$ cat config.mk
export PLATFORM = sky130hd
export DESIGN_NAME = calendar_clock_timer_alarm
export DESIGN_NICKNAME = d
export VERILOG_FILES = /design/src/include/clock_timer_pkg.sv /design/src/include/reg_access_if.sv /design/src/design/tick_divider.sv /design/src/design/axil_byte_slave.sv /design/src/design/calendar_clock_timer_alarm.sv
export VERILOG_INCLUDE_DIRS = /design/src /design/src/include
export SDC_FILE = /design/constraint.sdc
export NUM_CORES = 1
export LEC_CHECK = 0
export BUFFER_PORTS_ARGS = -buffer_cell sky130_fd_sc_hd__buf_2
export CAP_MARGIN = 20
export CORE_MARGIN = 8
export CORE_UTILIZATION = 45
export DETAILED_ROUTE_END_ITERATION = 7
export GPL_ROUTABILITY_DRIVEN = 0
export PLACE_DENSITY = 0.72
export SETUP_SLACK_MARGIN = 0.2
export SLEW_MARGIN = 20
export SYNTH_ARGS = -nofsm -noshare
export SYNTH_HDL_FRONTEND = slang
export SYNTH_HIERARCHICAL = 1
export SYNTH_SLANG_ARGS = --single-unit
$ cat constraint.sdc
create_clock -name clk -period 4.1 [get_ports clk]
set_input_delay 1.23 -clock clk [delete_from_list [all_inputs] [get_ports clk]]
set_output_delay 1.23 -clock clk [all_outputs]
set_load 0.01 [all_outputs]
$ cat src/include/clock_timer_consts.svh
/*
  Register indices, field positions, reset values and timing figures of the calendar
  clock timer. Assumes it is included by bare name wherever these values are needed.
*/
`ifndef CLOCK_TIMER_CONSTS_SVH
`define CLOCK_TIMER_CONSTS_SVH

`define IDX_W 22
`define IDX_RUN_RESET 22'h040151
`define IDX_INT_CTRL 22'h040152
`define IDX_DIVIDER 22'h040153
`define IDX_SECONDS 22'h040154
`define IDX_MINUTES 22'h040155
`define IDX_HOURS 22'h040156
`define IDX_DAYS_LO 22'h040157
`define IDX_DAYS_HI 22'h040158
`define IDX_MIN_CMP 22'h040159
`define IDX_HOUR_CMP 22'h04015a
`define IDX_DAY_CMP 22'h04015b
`define IDX_OSC_CTRL 22'h04015f
`define IDX_IRQ_LEVEL 22'h040265
`define IDX_IRQ_ENABLE 22'h040277
`define IDX_IRQ_FLAGS 22'h040287
`define IDX_FLAG_MODE 22'h040297

`define BIT_RUN 0
`define BIT_CLEAR 1
`define BIT_PER_FLAG 1
`define BIT_ALM_FLAG 0
`define PER_SEL_HI 7
`define PER_SEL_LO 5
`define ALM_SEL_DAY 4
`define ALM_SEL_HOUR 3
`define ALM_SEL_MIN 2
`define BIT_AUTO_OFF 7
`define BIT_ISOLATE 2
`define BIT_OSC_RSVD 0
`define BIT_IRQ_EN 1
`define BIT_IRQ_PEND 1
`define BIT_CLEAR_ONLY 0

`define SEC_MAX 6'h3b
`define MIN_MAX 6'h3b
`define HOUR_MAX 6'h17
`define DIV_MAX 8'hff

`define AUTO_OFF_RST 1'b0
`define ISOLATE_RST 1'b0
`define IRQ_EN_RST 1'b0
`define CLEAR_ONLY_RST 1'b1

`define CLK_PERIOD_NS 25
`define TICK_PERIOD_NS 3906250

`endif

$ cat src/include/clock_timer_pkg.sv
/*
  Types shared by the calendar clock timer modules.
  Assumes nothing beyond a SystemVerilog compiler.
*/
package clock_timer_pkg;

  typedef enum logic [2:0] {
    PER_32HZ = 3'b000,
    PER_8HZ = 3'b001,
    PER_2HZ = 3'b010,
    PER_1HZ = 3'b011,
    PER_MINUTE = 3'b100,
    PER_HOUR = 3'b101,
    PER_DAY = 3'b110,
    PER_NONE = 3'b111
  } periodic_sel_e;

  typedef enum logic [1:0] {
    RESP_OKAY = 2'b00,
    RESP_SLVERR = 2'b10
  } axi_resp_e;

endpackage

$ cat src/include/reg_access_if.sv
/*
  Byte register access between the bus slave and the timer register file.
  Assumes the bridge raises wrEn or rdEn for one cycle and samples the answer then.
*/
`include "clock_timer_consts.svh"

interface reg_access_if;
  logic wrEn;
  logic wrByteEn;
  logic [`IDX_W-1:0] wrIdx;
  logic [7:0] wrData;
  logic wrHit;
  logic rdEn;
  logic [`IDX_W-1:0] rdIdx;
  logic [7:0] rdData;
  logic rdHit;

  modport bridge (
    output wrEn, wrByteEn, wrIdx, wrData, rdEn, rdIdx,
    input wrHit, rdData, rdHit
  );
  modport regs (
    input wrEn, wrByteEn, wrIdx, wrData, rdEn, rdIdx,
    output wrHit, rdData, rdHit
  );
endinterface

$ cat src/design/tick_divider.sv
/*
  Divides the system clock down to the 256 Hz count enable of the timer.
  Assumes TICK_CYCLES is at least 2 and that clear is a synchronous request.
*/
module tick_divider #(
  parameter int unsigned TICK_CYCLES = 156250
) (
  input wire logic clk,
  input wire logic rstN,
  input wire logic clear,
  output logic tick
);
  localparam int CNT_W = $clog2(TICK_CYCLES);

  logic [CNT_W-1:0] count;

  always_ff @(posedge clk or negedge rstN) begin
    if (!rstN) begin
      count <= '0;
      tick <= 1'b0;
    end else if (clear) begin
      count <= '0;
      tick <= 1'b0;
    end else if (count == CNT_W'(TICK_CYCLES - 1)) begin
      count <= '0;
      tick <= 1'b1;
    end else begin
      count <= count + CNT_W'(1);
      tick <= 1'b0;
    end
  end
endmodule

$ cat src/design/axil_byte_slave.sv
/*
  AXI4-Lite slave that turns each word access into one byte register access.
  Assumes byte lane 0 carries the register; the register file answers in the same cycle.
*/
`include "clock_timer_consts.svh"

module axil_byte_slave
  import clock_timer_pkg::*;
(
  input wire logic clk,
  input wire logic rstN,
  input wire logic [`IDX_W+1:0] awaddr,
  input wire logic awvalid,
  output logic awready,
  input wire logic [31:0] wdata,
  input wire logic [3:0] wstrb,
  input wire logic wvalid,
  output logic wready,
  output logic [1:0] bresp,
  output logic bvalid,
  input wire logic bready,
  input wire logic [`IDX_W+1:0] araddr,
  input wire logic arvalid,
  output logic arready,
  output logic [31:0] rdata,
  output logic [1:0] rresp,
  output logic rvalid,
  input wire logic rready,
  reg_access_if.bridge regs
);
  logic awHeld;
  logic wHeld;

  always_ff @(posedge clk or negedge rstN) begin
    if (!rstN) begin
      awready <= 1'b0;
      wready <= 1'b0;
      awHeld <= 1'b0;
      wHeld <= 1'b0;
      bvalid <= 1'b0;
      bresp <= RESP_OKAY;
      regs.wrEn <= 1'b0;
      regs.wrIdx <= '0;
      regs.wrData <= 8'h00;
      regs.wrByteEn <= 1'b0;
    end else begin
      if (awvalid && awready) begin
        awHeld <= 1'b1;
        awready <= 1'b0;
        regs.wrIdx <= awaddr[`IDX_W+1:2];
      end else if (!awHeld && !bvalid && !regs.wrEn) begin
        awready <= 1'b1;
      end
      if (wvalid && wready) begin
        wHeld <= 1'b1;
        wready <= 1'b0;
        regs.wrData <= wdata[7:0];
        regs.wrByteEn <= wstrb[0];
      end else if (!wHeld && !bvalid && !regs.wrEn) begin
        wready <= 1'b1;
      end
      if (awHeld && wHeld && !regs.wrEn && !bvalid) begin
        regs.wrEn <= 1'b1;
      end
      if (regs.wrEn) begin
        regs.wrEn <= 1'b0;
        awHeld <= 1'b0;
        wHeld <= 1'b0;
        bvalid <= 1'b1;
        bresp <= regs.wrHit ? RESP_OKAY : RESP_SLVERR;
      end
      if (bvalid && bready) begin
        bvalid <= 1'b0;
      end
    end
  end

  always_ff @(posedge clk or negedge rstN) begin
    if (!rstN) begin
      arready <= 1'b0;
      rvalid <= 1'b0;
      rdata <= 32'h0000_0000;
      rresp <= RESP_OKAY;
      regs.rdEn <= 1'b0;
      regs.rdIdx <= '0;
    end else begin
      if (arvalid && arready) begin
        arready <= 1'b0;
        regs.rdEn <= 1'b1;
        regs.rdIdx <= araddr[`IDX_W+1:2];
      end else if (!rvalid && !regs.rdEn) begin
        arready <= 1'b1;
      end
      if (regs.rdEn) begin
        regs.rdEn <= 1'b0;
        rvalid <= 1'b1;
        rdata <= {24'h000000, regs.rdData};
        rresp <= regs.rdHit ? RESP_OKAY : RESP_SLVERR;
      end
      if (rvalid && rready) begin
        rvalid <= 1'b0;
      end
    end
  end
endmodule

$ cat src/design/calendar_clock_timer_alarm.sv
/*
  Calendar clock timer: 1-128 Hz divider, second, minute, hour and day counters,
  periodic and alarm factors, auto-off, power isolation and the interrupt request logic.
  Assumes a 40 MHz clock, AXI4-Lite software access and synchronous pin inputs.
*/
`include "clock_timer_consts.svh"

// What this block does
// - A one written to the clear bit while stopped zeroes every counter.
// - Clear is ignored while running, or when the same write starts the timer.
// - Writing zero to the clear bit does nothing; it always reads zero.
// - Reset leaves counters, run state, alarms, selections and factor flags alone.
// - The run bit starts and halts counting; values hold; it reads back.
// - All counters read; minute, hour, day write; divider and seconds ignore writes.
// - Divider eight bits, seconds and minutes six, hours five, days sixteen.
// - Unused upper bits of seconds, minutes and hours read zero.
// - Selected compare values match counters; day uses five low bits; all readable.
// - With auto-off set an alarm stops oscillator and timer; reset clears it.
// - Isolation makes timer and oscillator ignore system supply controls.
// - Periodic select picks none, day, hour, minute, 1, 2, 8 or 32 Hz falling edge.
// - Alarm select bits day, hour, minute combine; all selected must match.
// - Periodic flag sets on its factor, clears only by writing one.
// - Alarm flag sets when all selected alarms match, clears only by writing one.
// - Interrupt level field holds 0 to 7 and is undefined after reset.
// - Interrupt enable gates requests, reads back and resets to zero.
// - Pending flag sets on any selected factor regardless of enable or level.
// - Request needs pending, enable, no higher request, CPU enable, level above CPU.
// - Clear-only mode: one clears pending; read/write mode: written value is stored.
module calendar_clock_timer_alarm
  import clock_timer_pkg::*;
#(
  parameter int unsigned TICK_CYCLES = `TICK_PERIOD_NS / `CLK_PERIOD_NS
) (
  input wire logic clk,
  input wire logic arst_n,
  input wire logic [`IDX_W+1:0] awaddr,
  input wire logic awvalid,
  output logic awready,
  input wire logic [31:0] wdata,
  input wire logic [3:0] wstrb,
  input wire logic wvalid,
  output logic wready,
  output logic [1:0] bresp,
  output logic bvalid,
  input wire logic bready,
  input wire logic [`IDX_W+1:0] araddr,
  input wire logic arvalid,
  output logic arready,
  output logic [31:0] rdata,
  output logic [1:0] rresp,
  output logic rvalid,
  input wire logic rready,
  input wire logic systemStopRequest,
  input wire logic higherIrqPending,
  input wire logic processor_irq_enable,
  input wire logic [2:0] processor_irq_level,
  output logic slowOscillatorEnable,
  output logic corePowerIsolated,
  output logic timerIrqRequest
);
  logic rstMeta;
  logic rstN;
  logic tick;
  logic clearCounters;
  logic wrOk;

  // Software-visible state; most of it deliberately has no reset.
  logic timer_run_control;
  logic [7:0] subsecond_divider_value;
  logic [5:0] seconds_value;
  logic [5:0] minutes_value;
  logic [4:0] hours_value;
  logic [15:0] days_value;
  logic [5:0] minute_alarm_value;
  logic [4:0] hour_alarm_value;
  logic [4:0] day_alarm_value;
  periodic_sel_e periodic_source_select;
  logic [2:0] alarm_source_select;
  logic periodic_event_flag;
  logic alarm_event_flag;
  logic [2:0] timer_irq_level;
  logic timer_irq_pending;
  logic timer_irq_enable;
  logic alarm_auto_stop_enable;
  logic core_power_isolation;
  logic flag_clear_only_mode;
  logic autoStopped;
  logic prevMatch;

  logic advance;
  logic [7:0] next_divider;
  logic [7:0] dividerFall;
  logic secondCarry;
  logic minuteCarry;
  logic hourCarry;
  logic dayCarry;
  logic periodicEvent;
  logic alarmMatch;
  logic alarmEvent;

  reg_access_if regBus ();

  function automatic logic [5:0] wrapInc(input logic [5:0] value, input logic [5:0] top);
    wrapInc = (value == top) ? 6'h00 : value + 6'h01;
  endfunction

  function automatic logic isMapped(input logic [`IDX_W-1:0] idx);
    logic low;
    low = (idx >= `IDX_RUN_RESET) && (idx <= `IDX_DAY_CMP);
    isMapped = low || idx == `IDX_OSC_CTRL || idx == `IDX_IRQ_LEVEL ||
      idx == `IDX_IRQ_ENABLE || idx == `IDX_IRQ_FLAGS || idx == `IDX_FLAG_MODE;
  endfunction

  // The external reset is released through two flip-flops before anything uses it.
  always_ff @(posedge clk or negedge arst_n) begin
    if (!arst_n) begin
      rstMeta <= 1'b0;
      rstN <= 1'b0;
    end else begin
      rstMeta <= 1'b1;
      rstN <= rstMeta;
    end
  end

  axil_byte_slave bridge (
    .clk(clk),
    .rstN(rstN),
    .awaddr(awaddr),
    .awvalid(awvalid),
    .awready(awready),
    .wdata(wdata),
    .wstrb(wstrb),
    .wvalid(wvalid),
    .wready(wready),
    .bresp(bresp),
    .bvalid(bvalid),
    .bready(bready),
    .araddr(araddr),
    .arvalid(arvalid),
    .arready(arready),
    .rdata(rdata),
    .rresp(rresp),
    .rvalid(rvalid),
    .rready(rready),
    .regs(regBus.bridge)
  );

  tick_divider #(
    .TICK_CYCLES(TICK_CYCLES)
  ) tickGen (
    .clk(clk),
    .rstN(rstN),
    .clear(clearCounters),
    .tick(tick)
  );

  assign wrOk = regBus.wrEn && regBus.wrByteEn;
  assign regBus.wrHit = isMapped(regBus.wrIdx);
  assign regBus.rdHit = isMapped(regBus.rdIdx);

  // The same write that sets run cannot also clear.
  assign clearCounters = wrOk && regBus.wrIdx == `IDX_RUN_RESET && !timer_run_control &&
    regBus.wrData[`BIT_CLEAR] && !regBus.wrData[`BIT_RUN];

  // Counting needs the run bit and a running oscillator.
  assign advance = tick && timer_run_control && slowOscillatorEnable;
  assign next_divider = subsecond_divider_value + 8'h01;
  assign dividerFall = subsecond_divider_value & ~next_divider;
  assign secondCarry = advance && subsecond_divider_value == `DIV_MAX;
  assign minuteCarry = secondCarry && seconds_value == `SEC_MAX;
  assign hourCarry = minuteCarry && minutes_value == `MIN_MAX;
  assign dayCarry = hourCarry && {1'b0, hours_value} == `HOUR_MAX;

  always_comb begin
    periodicEvent = 1'b0;
    case (periodic_source_select)
      PER_32HZ: periodicEvent = advance && dividerFall[2];
      PER_8HZ: periodicEvent = advance && dividerFall[4];
      PER_2HZ: periodicEvent = advance && dividerFall[6];
      PER_1HZ: periodicEvent = advance && dividerFall[7];
      PER_MINUTE: periodicEvent = minuteCarry;
      PER_HOUR: periodicEvent = hourCarry;
      PER_DAY: periodicEvent = dayCarry;
      default: periodicEvent = 1'b0;
    endcase
  end

  // Only the selected comparisons take part, and at least one must be selected.
  assign alarmMatch = (|alarm_source_select) &&
    (!alarm_source_select[2] || days_value[4:0] == day_alarm_value) &&
    (!alarm_source_select[1] || hours_value == hour_alarm_value) &&
    (!alarm_source_select[0] || minutes_value == minute_alarm_value);
  assign alarmEvent = alarmMatch && !prevMatch;

  // Counters: no reset on purpose, so a chip reset leaves the time intact.
  always_ff @(posedge clk) begin
    if (clearCounters) begin
      subsecond_divider_value <= 8'h00;
      seconds_value <= 6'h00;
      minutes_value <= 6'h00;
      hours_value <= 5'h00;
      days_value <= 16'h0000;
    end else begin
      if (advance) begin
        subsecond_divider_value <= next_divider;
      end
      if (secondCarry) begin
        seconds_value <= wrapInc(seconds_value, `SEC_MAX);
      end
      if (wrOk && regBus.wrIdx == `IDX_MINUTES) begin
        minutes_value <= regBus.wrData[5:0];
      end else if (minuteCarry) begin
        minutes_value <= wrapInc(minutes_value, `MIN_MAX);
      end
      if (wrOk && regBus.wrIdx == `IDX_HOURS) begin
        hours_value <= regBus.wrData[4:0];
      end else if (hourCarry) begin
        hours_value <= 5'(wrapInc({1'b0, hours_value}, `HOUR_MAX));
      end
      if (wrOk && regBus.wrIdx == `IDX_DAYS_LO) begin
        days_value[7:0] <= regBus.wrData;
      end else if (wrOk && regBus.wrIdx == `IDX_DAYS_HI) begin
        days_value[15:8] <= regBus.wrData;
      end else if (dayCarry) begin
        days_value <= days_value + 16'h0001;
      end
    end
  end

  // Settings (run bit, compare values, selections, level) that survive a chip reset.
  always_ff @(posedge clk) begin
    if (wrOk && regBus.wrIdx == `IDX_RUN_RESET) begin
      timer_run_control <= regBus.wrData[`BIT_RUN];
    end
    if (wrOk && regBus.wrIdx == `IDX_MIN_CMP) begin
      minute_alarm_value <= regBus.wrData[5:0];
    end
    if (wrOk && regBus.wrIdx == `IDX_HOUR_CMP) begin
      hour_alarm_value <= regBus.wrData[4:0];
    end
    if (wrOk && regBus.wrIdx == `IDX_DAY_CMP) begin
      day_alarm_value <= regBus.wrData[4:0];
    end
    if (wrOk && regBus.wrIdx == `IDX_INT_CTRL) begin
      periodic_source_select <= periodic_sel_e'(regBus.wrData[`PER_SEL_HI:`PER_SEL_LO]);
      alarm_source_select <= regBus.wrData[`ALM_SEL_DAY:`ALM_SEL_MIN];
    end
    if (wrOk && regBus.wrIdx == `IDX_IRQ_LEVEL) begin
      timer_irq_level <= regBus.wrData[2:0];
    end
  end

  // A factor arriving with the clearing write still sets its flag.
  always_ff @(posedge clk) begin
    if (periodicEvent) begin
      periodic_event_flag <= 1'b1;
    end else if (wrOk && regBus.wrIdx == `IDX_INT_CTRL && regBus.wrData[`BIT_PER_FLAG]) begin
      periodic_event_flag <= 1'b0;
    end
    if (alarmEvent) begin
      alarm_event_flag <= 1'b1;
    end else if (wrOk && regBus.wrIdx == `IDX_INT_CTRL && regBus.wrData[`BIT_ALM_FLAG]) begin
      alarm_event_flag <= 1'b0;
    end
  end

  always_ff @(posedge clk) begin
    if (periodicEvent || alarmEvent) begin
      timer_irq_pending <= 1'b1;
    end else if (wrOk && regBus.wrIdx == `IDX_IRQ_FLAGS) begin
      if (!flag_clear_only_mode) begin
        timer_irq_pending <= regBus.wrData[`BIT_IRQ_PEND];
      end else if (regBus.wrData[`BIT_IRQ_PEND]) begin
        timer_irq_pending <= 1'b0;
      end
    end
  end

  // The previous match is preset at reset so a standing match raises no alarm.
  always_ff @(posedge clk or negedge rstN) begin
    if (!rstN) begin
      prevMatch <= 1'b1;
    end else begin
      prevMatch <= alarmMatch;
    end
  end

  // Control bits that do have a defined reset value.
  always_ff @(posedge clk or negedge rstN) begin
    if (!rstN) begin
      alarm_auto_stop_enable <= `AUTO_OFF_RST;
      core_power_isolation <= `ISOLATE_RST;
      timer_irq_enable <= `IRQ_EN_RST;
      flag_clear_only_mode <= `CLEAR_ONLY_RST;
    end else if (wrOk) begin
      if (regBus.wrIdx == `IDX_OSC_CTRL) begin
        alarm_auto_stop_enable <= regBus.wrData[`BIT_AUTO_OFF];
        core_power_isolation <= regBus.wrData[`BIT_ISOLATE];
      end
      if (regBus.wrIdx == `IDX_IRQ_ENABLE) begin
        timer_irq_enable <= regBus.wrData[`BIT_IRQ_EN];
      end
      if (regBus.wrIdx == `IDX_FLAG_MODE) begin
        flag_clear_only_mode <= regBus.wrData[`BIT_CLEAR_ONLY];
      end
    end
  end

  // Once auto-off has fired, only disabling auto-off or a reset lets the oscillator run.
  always_ff @(posedge clk or negedge rstN) begin
    if (!rstN) begin
      autoStopped <= 1'b0;
    end else if (alarmEvent && alarm_auto_stop_enable) begin
      autoStopped <= 1'b1;
    end else if (!alarm_auto_stop_enable) begin
      autoStopped <= 1'b0;
    end
  end

  always_ff @(posedge clk or negedge rstN) begin
    if (!rstN) begin
      slowOscillatorEnable <= 1'b1;
      corePowerIsolated <= 1'b0;
    end else begin
      slowOscillatorEnable <= !(autoStopped ||
        (systemStopRequest && !core_power_isolation));
      corePowerIsolated <= core_power_isolation;
    end
  end

  always_ff @(posedge clk or negedge rstN) begin
    if (!rstN) begin
      timerIrqRequest <= 1'b0;
    end else begin
      timerIrqRequest <= timer_irq_pending && timer_irq_enable && !higherIrqPending &&
        processor_irq_enable && (timer_irq_level > processor_irq_level);
    end
  end

  // Read mux: unused upper bits and the write-only clear bit read as zero.
  always_comb begin
    regBus.rdData = 8'h00;
    if (regBus.rdIdx == `IDX_RUN_RESET) begin
      regBus.rdData = {7'h00, timer_run_control};
    end else if (regBus.rdIdx == `IDX_INT_CTRL) begin
      regBus.rdData = {periodic_source_select, alarm_source_select,
        periodic_event_flag, alarm_event_flag};
    end else if (regBus.rdIdx == `IDX_DIVIDER) begin
      regBus.rdData = subsecond_divider_value;
    end else if (regBus.rdIdx == `IDX_SECONDS) begin
      regBus.rdData = {2'h0, seconds_value};
    end else if (regBus.rdIdx == `IDX_MINUTES) begin
      regBus.rdData = {2'h0, minutes_value};
    end else if (regBus.rdIdx == `IDX_HOURS) begin
      regBus.rdData = {3'h0, hours_value};
    end else if (regBus.rdIdx == `IDX_DAYS_LO) begin
      regBus.rdData = days_value[7:0];
    end else if (regBus.rdIdx == `IDX_DAYS_HI) begin
      regBus.rdData = days_value[15:8];
    end else if (regBus.rdIdx == `IDX_MIN_CMP) begin
      regBus.rdData = {2'h0, minute_alarm_value};
    end else if (regBus.rdIdx == `IDX_HOUR_CMP) begin
      regBus.rdData = {3'h0, hour_alarm_value};
    end else if (regBus.rdIdx == `IDX_DAY_CMP) begin
      regBus.rdData = {3'h0, day_alarm_value};
    end else if (regBus.rdIdx == `IDX_OSC_CTRL) begin
      regBus.rdData[`BIT_AUTO_OFF] = alarm_auto_stop_enable;
      regBus.rdData[`BIT_ISOLATE] = core_power_isolation;
      regBus.rdData[`BIT_OSC_RSVD] = 1'b1;
    end else if (regBus.rdIdx == `IDX_IRQ_LEVEL) begin
      regBus.rdData = {5'h00, timer_irq_level};
    end else if (regBus.rdIdx == `IDX_IRQ_ENABLE) begin
      regBus.rdData[`BIT_IRQ_EN] = timer_irq_enable;
    end else if (regBus.rdIdx == `IDX_IRQ_FLAGS) begin
      regBus.rdData[`BIT_IRQ_PEND] = timer_irq_pending;
    end else if (regBus.rdIdx == `IDX_FLAG_MODE) begin
      regBus.rdData[`BIT_CLEAR_ONLY] = flag_clear_only_mode;
    end
  end
endmodule

=== Word-level counts from Yosys, hierarchy flattened ===
Cells that the tools add are included.

* Output and inout port bits: 44
* Register bits: 174
* Bits of input ports: 97
* Memories kept: 0
* Word-level logic and storage cells: 269
* ROM bits: 0
* Latch bits: 0
* Bits in writable memories: 0

* $lt $le $gt $ge: 5
* Equal/unequal tests: 47
* Bitwise operators: 3
* Shifts and indexed selects: 0
* Reductions and logical operators: 101
* Div/mod/pow operators: 0
* Add/sub/neg operators: 6
* Multiply operators: 0
* Mux-type cells: 62

{| class="wikitable"
|+ Operators by type and width
! kind !! count
|-
| equality test 22 x 19 -> 1 bit (second input constant) || 30
|-
| 2-to-1 mux 8 bit || 14
|-
| logical AND 1 bit || 52
|-
| greater-or-equal comparator 22 x 19 -> 1 bit (second input constant) || 2
|-
| <= comparator 22 x 19 -> 1 bit (second input constant) || 2
|-
| 2-to-1 mux 18 bit || 2
|-
| 2-to-1 mux 1 bit || 34
|-
| 2-to-1 mux 6 bit || 4
|-
| nonzero test 2 bit || 11
|-
| adder 18 x 1 -> 18 bit (second input constant) || 1
|-
| equality test 18 bit (second input constant) || 1
|-
| adder 16 x 1 -> 16 bit (second input constant) || 1
|-
| 2-to-1 mux 16 bit || 1
|-
| logical NOT 1 bit || 15
|-
| logical OR 1 bit || 15
|-
| 2-to-1 mux 5 bit || 3
|-
| adder 6 x 1 -> 6 bit (second input constant) || 2
|-
| equality test 6 bit (second input constant) || 2
|-
| AND reduction 2 bit || 6
|-
| equality test 5 bit || 2
|-
| equality test 3 bit (second input constant) || 3
|-
| adder 8 x 1 -> 8 bit (second input constant) || 1
|-
| AND 8 bit || 1
|-
| equality test 8 bit (second input constant) || 1
|-
| 14 further kinds || 18
|}

=== Depth between registers and ports, before layout ===
* Depth after elaboration: 17
* Depth in mapped cells: 12
* Depth with buffers taken out: 8

=== Modules after synthesis ===
Netlist, hierarchy kept.

{| class="wikitable"
|+ Modules (own cells, without submodules)
! module !! cells an instance !! instances !! seq. area each (um^2) !! area an instance (um^2)
|-
| calendar_clock_timer_alarm || 650 || 1 || 1,940.6 || 5,537.8
|-
| axil_byte_slave || 188 || 1 || 1,801.7 || 3,015.4
|-
| tick_divider || 93 || 1 || 475.5 || 944.7
|}

=== Worst setup path after synthesis ===
Ideal clock, no wire load.

* Path kind: register -> register
* From: register bridge.regs.wrIdx[11]
* To: register tickGen.count[10]
* Path buffers: 3
* Cell stages (with the launch flop): 12
* Data required time: 3.979 ns
* Slack: 1.578 ns
* Period minus slack after synthesis: 2.522 ns
* Data arrival time: 2.400 ns
* Library setup time: 0.121 ns
* Path through: dfrtp_1 -> nor4_1 -> and4_1 -> nand3_2 -> or2_2 -> buf_2 -> clkinv_1 -> buf_4 -> inv_1 -> o31ai_2 -> buf_2 -> nor2_1

* Longest elaborated chain between the ends: 6

{| class="wikitable"
|+ RTL lines
! element !! RTL line !! text
|-
| start, declared || reg_access_if.sv:19 || <nowiki>output wrEn, wrByteEn, wrIdx, wrData, rdEn, rdIdx,</nowiki>
|-
| start signal, assigned || axil_byte_slave.sv:50 || <nowiki>regs.wrIdx <= awaddr[`IDX_W+1:2];</nowiki>
|-
| equality test 22 x 19 -> 1 bit (no source line) || n/a ||
|-
| logical AND 1 bit (no source line) || n/a ||
|-
| logical AND 1 bit (3 in a row) || calendar_clock_timer_alarm.sv:162 || <nowiki>assign clearCounters = wrOk && regBus.wrIdx == `IDX_RUN_RESET && !timer_run_control &&</nowiki>
|-
| net clearCounters || calendar_clock_timer_alarm.sv:64 || <nowiki>logic clearCounters;</nowiki>
|-
| 2-to-1 mux 18 bit || tick_divider.sv:21 || <nowiki>end else if (clear) begin</nowiki>
|-
| end signal, assigned || tick_divider.sv:28 || <nowiki>count <= count + CNT_W'(1);</nowiki>
|-
| end, declared || tick_divider.sv:15 || <nowiki>logic [CNT_W-1:0] count;</nowiki>
|}

The timed path passes the listed nets, and every way through them passes these cells.
A chain may end at the register's enable or synchronous reset.

=== Worst setup path after layout ===
* From: register bridge.regs.rdIdx[0]
* To: register bridge.rdata[4]

* Longest elaborated chain between the ends: 12
* Elaborated cells between the ends (all ways): 22
* Classes of those cells: eq/ne: 11; mux: 11

{| class="wikitable"
|+ RTL lines
! element !! RTL line !! text
|-
| start, declared || reg_access_if.sv:19 ||
|-
| start signal, assigned || axil_byte_slave.sv:90 || <nowiki>regs.rdIdx <= araddr[`IDX_W+1:2];</nowiki>
|-
| equality test 22 x 19 -> 1 bit (no source line) || n/a ||
|-
| 2-to-1 mux 8 bit || calendar_clock_timer_alarm.sv:364 || <nowiki>end else if (regBus.rdIdx == `IDX_DAY_CMP) begin</nowiki>
|-
| 2-to-1 mux 8 bit || calendar_clock_timer_alarm.sv:362 || <nowiki>end else if (regBus.rdIdx == `IDX_HOUR_CMP) begin</nowiki>
|-
| 2-to-1 mux 8 bit || calendar_clock_timer_alarm.sv:360 || <nowiki>end else if (regBus.rdIdx == `IDX_MIN_CMP) begin</nowiki>
|-
| 2-to-1 mux 8 bit || calendar_clock_timer_alarm.sv:358 || <nowiki>end else if (regBus.rdIdx == `IDX_DAYS_HI) begin</nowiki>
|-
| 2-to-1 mux 8 bit || calendar_clock_timer_alarm.sv:356 || <nowiki>end else if (regBus.rdIdx == `IDX_DAYS_LO) begin</nowiki>
|-
| 2-to-1 mux 8 bit || calendar_clock_timer_alarm.sv:354 || <nowiki>end else if (regBus.rdIdx == `IDX_HOURS) begin</nowiki>
|-
| 2-to-1 mux 8 bit || calendar_clock_timer_alarm.sv:352 || <nowiki>end else if (regBus.rdIdx == `IDX_MINUTES) begin</nowiki>
|-
| 2-to-1 mux 8 bit || calendar_clock_timer_alarm.sv:350 || <nowiki>end else if (regBus.rdIdx == `IDX_SECONDS) begin</nowiki>
|-
| 2-to-1 mux 8 bit || calendar_clock_timer_alarm.sv:348 || <nowiki>end else if (regBus.rdIdx == `IDX_DIVIDER) begin</nowiki>
|-
| 2-to-1 mux 8 bit || calendar_clock_timer_alarm.sv:345 || <nowiki>end else if (regBus.rdIdx == `IDX_INT_CTRL) begin</nowiki>
|-
| 2-to-1 mux 8 bit (*) || calendar_clock_timer_alarm.sv:343 || <nowiki>if (regBus.rdIdx == `IDX_RUN_RESET) begin</nowiki>
|-
| net regBus.rdData[4] || reg_access_if.sv:15 || <nowiki>logic [7:0] rdData;</nowiki>
|-
| end signal, assigned || axil_byte_slave.sv:97 || <nowiki>rdata <= {24'h000000, regs.rdData};</nowiki>
|-
| end, declared || axil_byte_slave.sv:25 || <nowiki>output logic [31:0] rdata,</nowiki>
|}

The timed path passes the listed nets; every way through them passes the cells marked *.

==> summary.txt <==
Worst setup path
  • Endpoint class of the critical path: flop
  • FF-to-FF path depth: 7
  • Largest fanout on the critical path: 25
  • R2r endpoint: bridge/rdata[4]
  • WP data required: between 4 and 5 ns
  • Cell family with the largest share of critical-path delay: compound AO/OA/AOI/OAI gates
  • R2R Path Start: bridge/regs.rdIdx[0]
  • Critical-path cell list: nor2_1 > a22oi_1 > o221ai_1 > o211ai_1 > a32o_1 > a2111oi_0 > mux2_2
  • Worst Setup Start Kind: flop
  • CP arrival: between 3 and 4 ns
  • Crit Path Class: reg -> reg
  • Slowest-stage cell, CP: dfrtp_1
  • R2r setup slk: between 1 and 1.5 ns
  • CP bufs+invs: 0
  • CP peak stage delay: 0.69 ns

Die
  • Initial core utilization: 45.5%
  • Die W: about 160 um
  • Core Box Area: between 0.02 and 0.025 sq mm
  • Die height: approximately 160 um
  • Row count: 53
  • DIE AREA: around 0.026 sq mm
  • Boundary Pins: between 100 and 150

Global route
  • Pin count of the biggest net entering global routing: between 60 and 70
  • Busiest grt layer: met2
  • GR Util met3: between 5 and 6%
  • Vias in the first global route: about 7,400
  • Met1 Usage GRT: a little under a quarter
  • First-pass GRT wire length: 38.4 mm
  • Met2 Use GR: approximately 29%
  • Initial antenna violation count: 1
  • Total congestion overflow: 0
  • GRT Util Overall: between 10% and 20%

Synthesis
  • Syn Inst Count: about 930
  • Synth unique cells: just under 90
  • Top post-synthesis cells by area: dfrtp_1 26%, dfxtp_1 9.3%, edfxtp_1 8.2%
  • Synth Cell Area: between 0.009 and 0.01 sq mm
  • Asr flop ratio synth: 59.3%
  • Flops & latches, synth: about 170
  • Sequential fraction of the synthesis area: between 40% and 50%
  • Number of synthesized flops with an enable pin: 26
  • Yosys top cell by area: dfrtp_1
  • Top post-synthesis cells by count: 99 x dfrtp_1, 84 x nor2_1, 56 x nand2_1
  • Synthesized area per cell: 10.2 sq um
  • Most numerous cell in the Yosys netlist: dfrtp_1
  • YS warnings: 6
  • Synth Flop Type: dfrtp_1
  • Top-area cell type share of the netlist area: about a quarter

Detailed routing
  • Vias per cell: 5.83
  • DR pass1 iterations: 6
  • # DRC: 0
  • Routed wire per std cell: 18.5 um
  • Vias: 7,513
  • DRT iter0 DRCs: ~560
  • Routed Antenna Nets: 0
  • Post-Route WL: between 20 and 25 mm

Clock tree
  • CTS Sinks: 172
  • CTS tree: built
  • Hold-fix buffers, CTS: 0
  • Worst-case clock buffer depth: 2
  • Clock buffer count from CTS: 17
  • H-tree levels: 4
  • CTS root buffer: clkbuf_16
  • Post-cts gate resize count: 0
  • Clock Latency Late Sink: between 0.4 and 0.5 ns
  • CTS clk-pin slew, worst paths: roughly 0.070 ns
  • Post-CTS repair timing setup buffer count: 0

Placement
  • # port buffers: 83
  • Post-placement cell count: roughly 1,300
  • Hpwl dp: roughly 18 mm

Power
  • Peak supply drop: slightly below 0.4 mV
  • Leak: 0.00448 uW
  • Pwr Density: between 500 and 600 mW/mm^2

Min path
  • HP Class: reg -> reg
  • Hold path startpoint: rstMeta
  • Hold EP: rstN
  • Hold path depth: 0

STA
  • Min Tclk post-route: just under 3 ns
  • Tcrit/Tclk final: between 70% and 80%
  • RSZ-0062 raised after global routing: false
  • Max-slew violations: 0
  • Worst slew margin: 36.5%
  • Final hold vios: 0
  • Setup Skew: 0.0109 ns
  • Sum Neg Setup Slack: 0 ns
  • F_max: 339 MHz
  • Tightest Pin Transition: between 0.9 and 1 ns
  • Final setup viols: 0

Final layout
  • Nets: 1,112
  • Non-filler cells, final: between 1,000 and 1,500
  • Area grow syn2layout: 12.0%
  • N_diodes: 0
  • Layout cells sized above 1: between 20 and 25%

Flow run
  • Max Cap Violations: 0

Run status
  • Status: completed
-- worst register-to-register path, cell delays in order, from the launching register on --
cell,delay (ns)
dfrtp_1,0.69
nor2_1,0.57
a22oi_1,0.20
o221ai_1,0.22
o211ai_1,0.12
a32o_1,0.27
a2111oi_0,0.56
mux2_2,0.27
-- cell families (layout without fill, tap and decap cells) --
group	after synthesis	count (layout)	share of synthesized area, %
DFF	172	172	44.4
adders and majority gates	14	14	1.84
AOI/OAI and AO/OA	164	164	11.3
other	2	27	0.0791
buffers and inverters	85	143	4.94
xor gates and xnor gates	46	46	4.24
muxes	85	85	11.6
and+or+nand+nor	363	363	21.5
-- cell type report --
cell class | instances | area [sq um]
Clock buffer | 18 | 429
Clock inverter | 14 | 183
Fill cell | 1901 | 10300
Inverter | 21 | 78.8
Multi-Input combinational cell | 699 | 4910
Sequential cell | 172 | 4220
Tap cell | 275 | 344
Timing Repair Buffer | 90 | 468
-- how the worst max path moves through the flow --
stage	startpoint	cells after the start	end	slack [ns]
after floorplan	rstN	0	alarm_auto_stop_enable	1.05
after global placement	bridge/regs.rdIdx[0]	7	bridge/rdata[4]	1.31
after detailed placement	bridge/regs.rdIdx[0]	7	bridge/rdata[1]	1.25
after CTS	bridge/regs.rdIdx[0]	7	bridge/rdata[1]	1.20
after global routing	bridge/regs.rdIdx[0]	7	bridge/rdata[1]	0.96
final	bridge/regs.rdIdx[0]	7	bridge/rdata[4]	1.15
-- placed cells by master (no fill, tap or decap), types with 6 or more instances in the layout --
cell,count
xor2_1,16
nand4_1,27
buf_2,83
nand2b_1,18
dfxtp_1,44
mux2_2,27
xnor2_1,30
mux2i_1,17
nor2b_1,9
nor2_1,84
buf_4,7
dfrtp_1,98
nand3_1,40
ha_1,14
and3_1,14
mux2_4,39
o21ai_0,46
a21oi_1,47
nand2_1,56
nor4_1,18
inv_1,20
clkbuf_16,17
nand3b_1,9
o211ai_1,6
edfxtp_1,26
nor3_1,31
conb_1,27
a22oi_1,6
-- metal layers --
layer	part of all wire, %	wire length (um)	vias up
met1	44	10600	3609
met3	7.5	1800	43
met2	46	11000	336
met4	2.0	471	2
li1	-	-	3523
met5	0.055	13	-
-- sequential cells by signal (all words and copies together), names as in the netlist, 6 cells and up --
name / flops
minutes_value: 6
seconds_value: 6
bridge/regs.rdIdx: 22
tickGen/count: 18
days_value: 16
subsecond_divider_value: 8
bridge/regs.wrIdx: 22
bridge/regs.wrData: 8
minute_alarm_value: 6
bridge/rdata: 8
-- power breakdown --
part           internal (uW)  switching (uW)  total (uW)  leakage [uW]
registers               2080             556        2630       0.00184
clock network            975             707        1680      0.000300
logic                    718             612        1330       0.00234
-- stage by stage --
step	total power (uW)	utilization (%)	instance area [sq um]	hold slack, ns	setup slack (ns)
after CTS	5650	50.9	10600	0.355	1.20
after global placement	3930	48.0	10000	0.341	1.31
after global routing	5920	50.9	10600	0.357	0.962
final	5640	50.9	10600	0.353	1.15
after detailed placement	3970	48.0	10000	0.340	1.25
after floorplan	3590	-	9590	0.331	1.05
(Power assumes the default switching activity.)
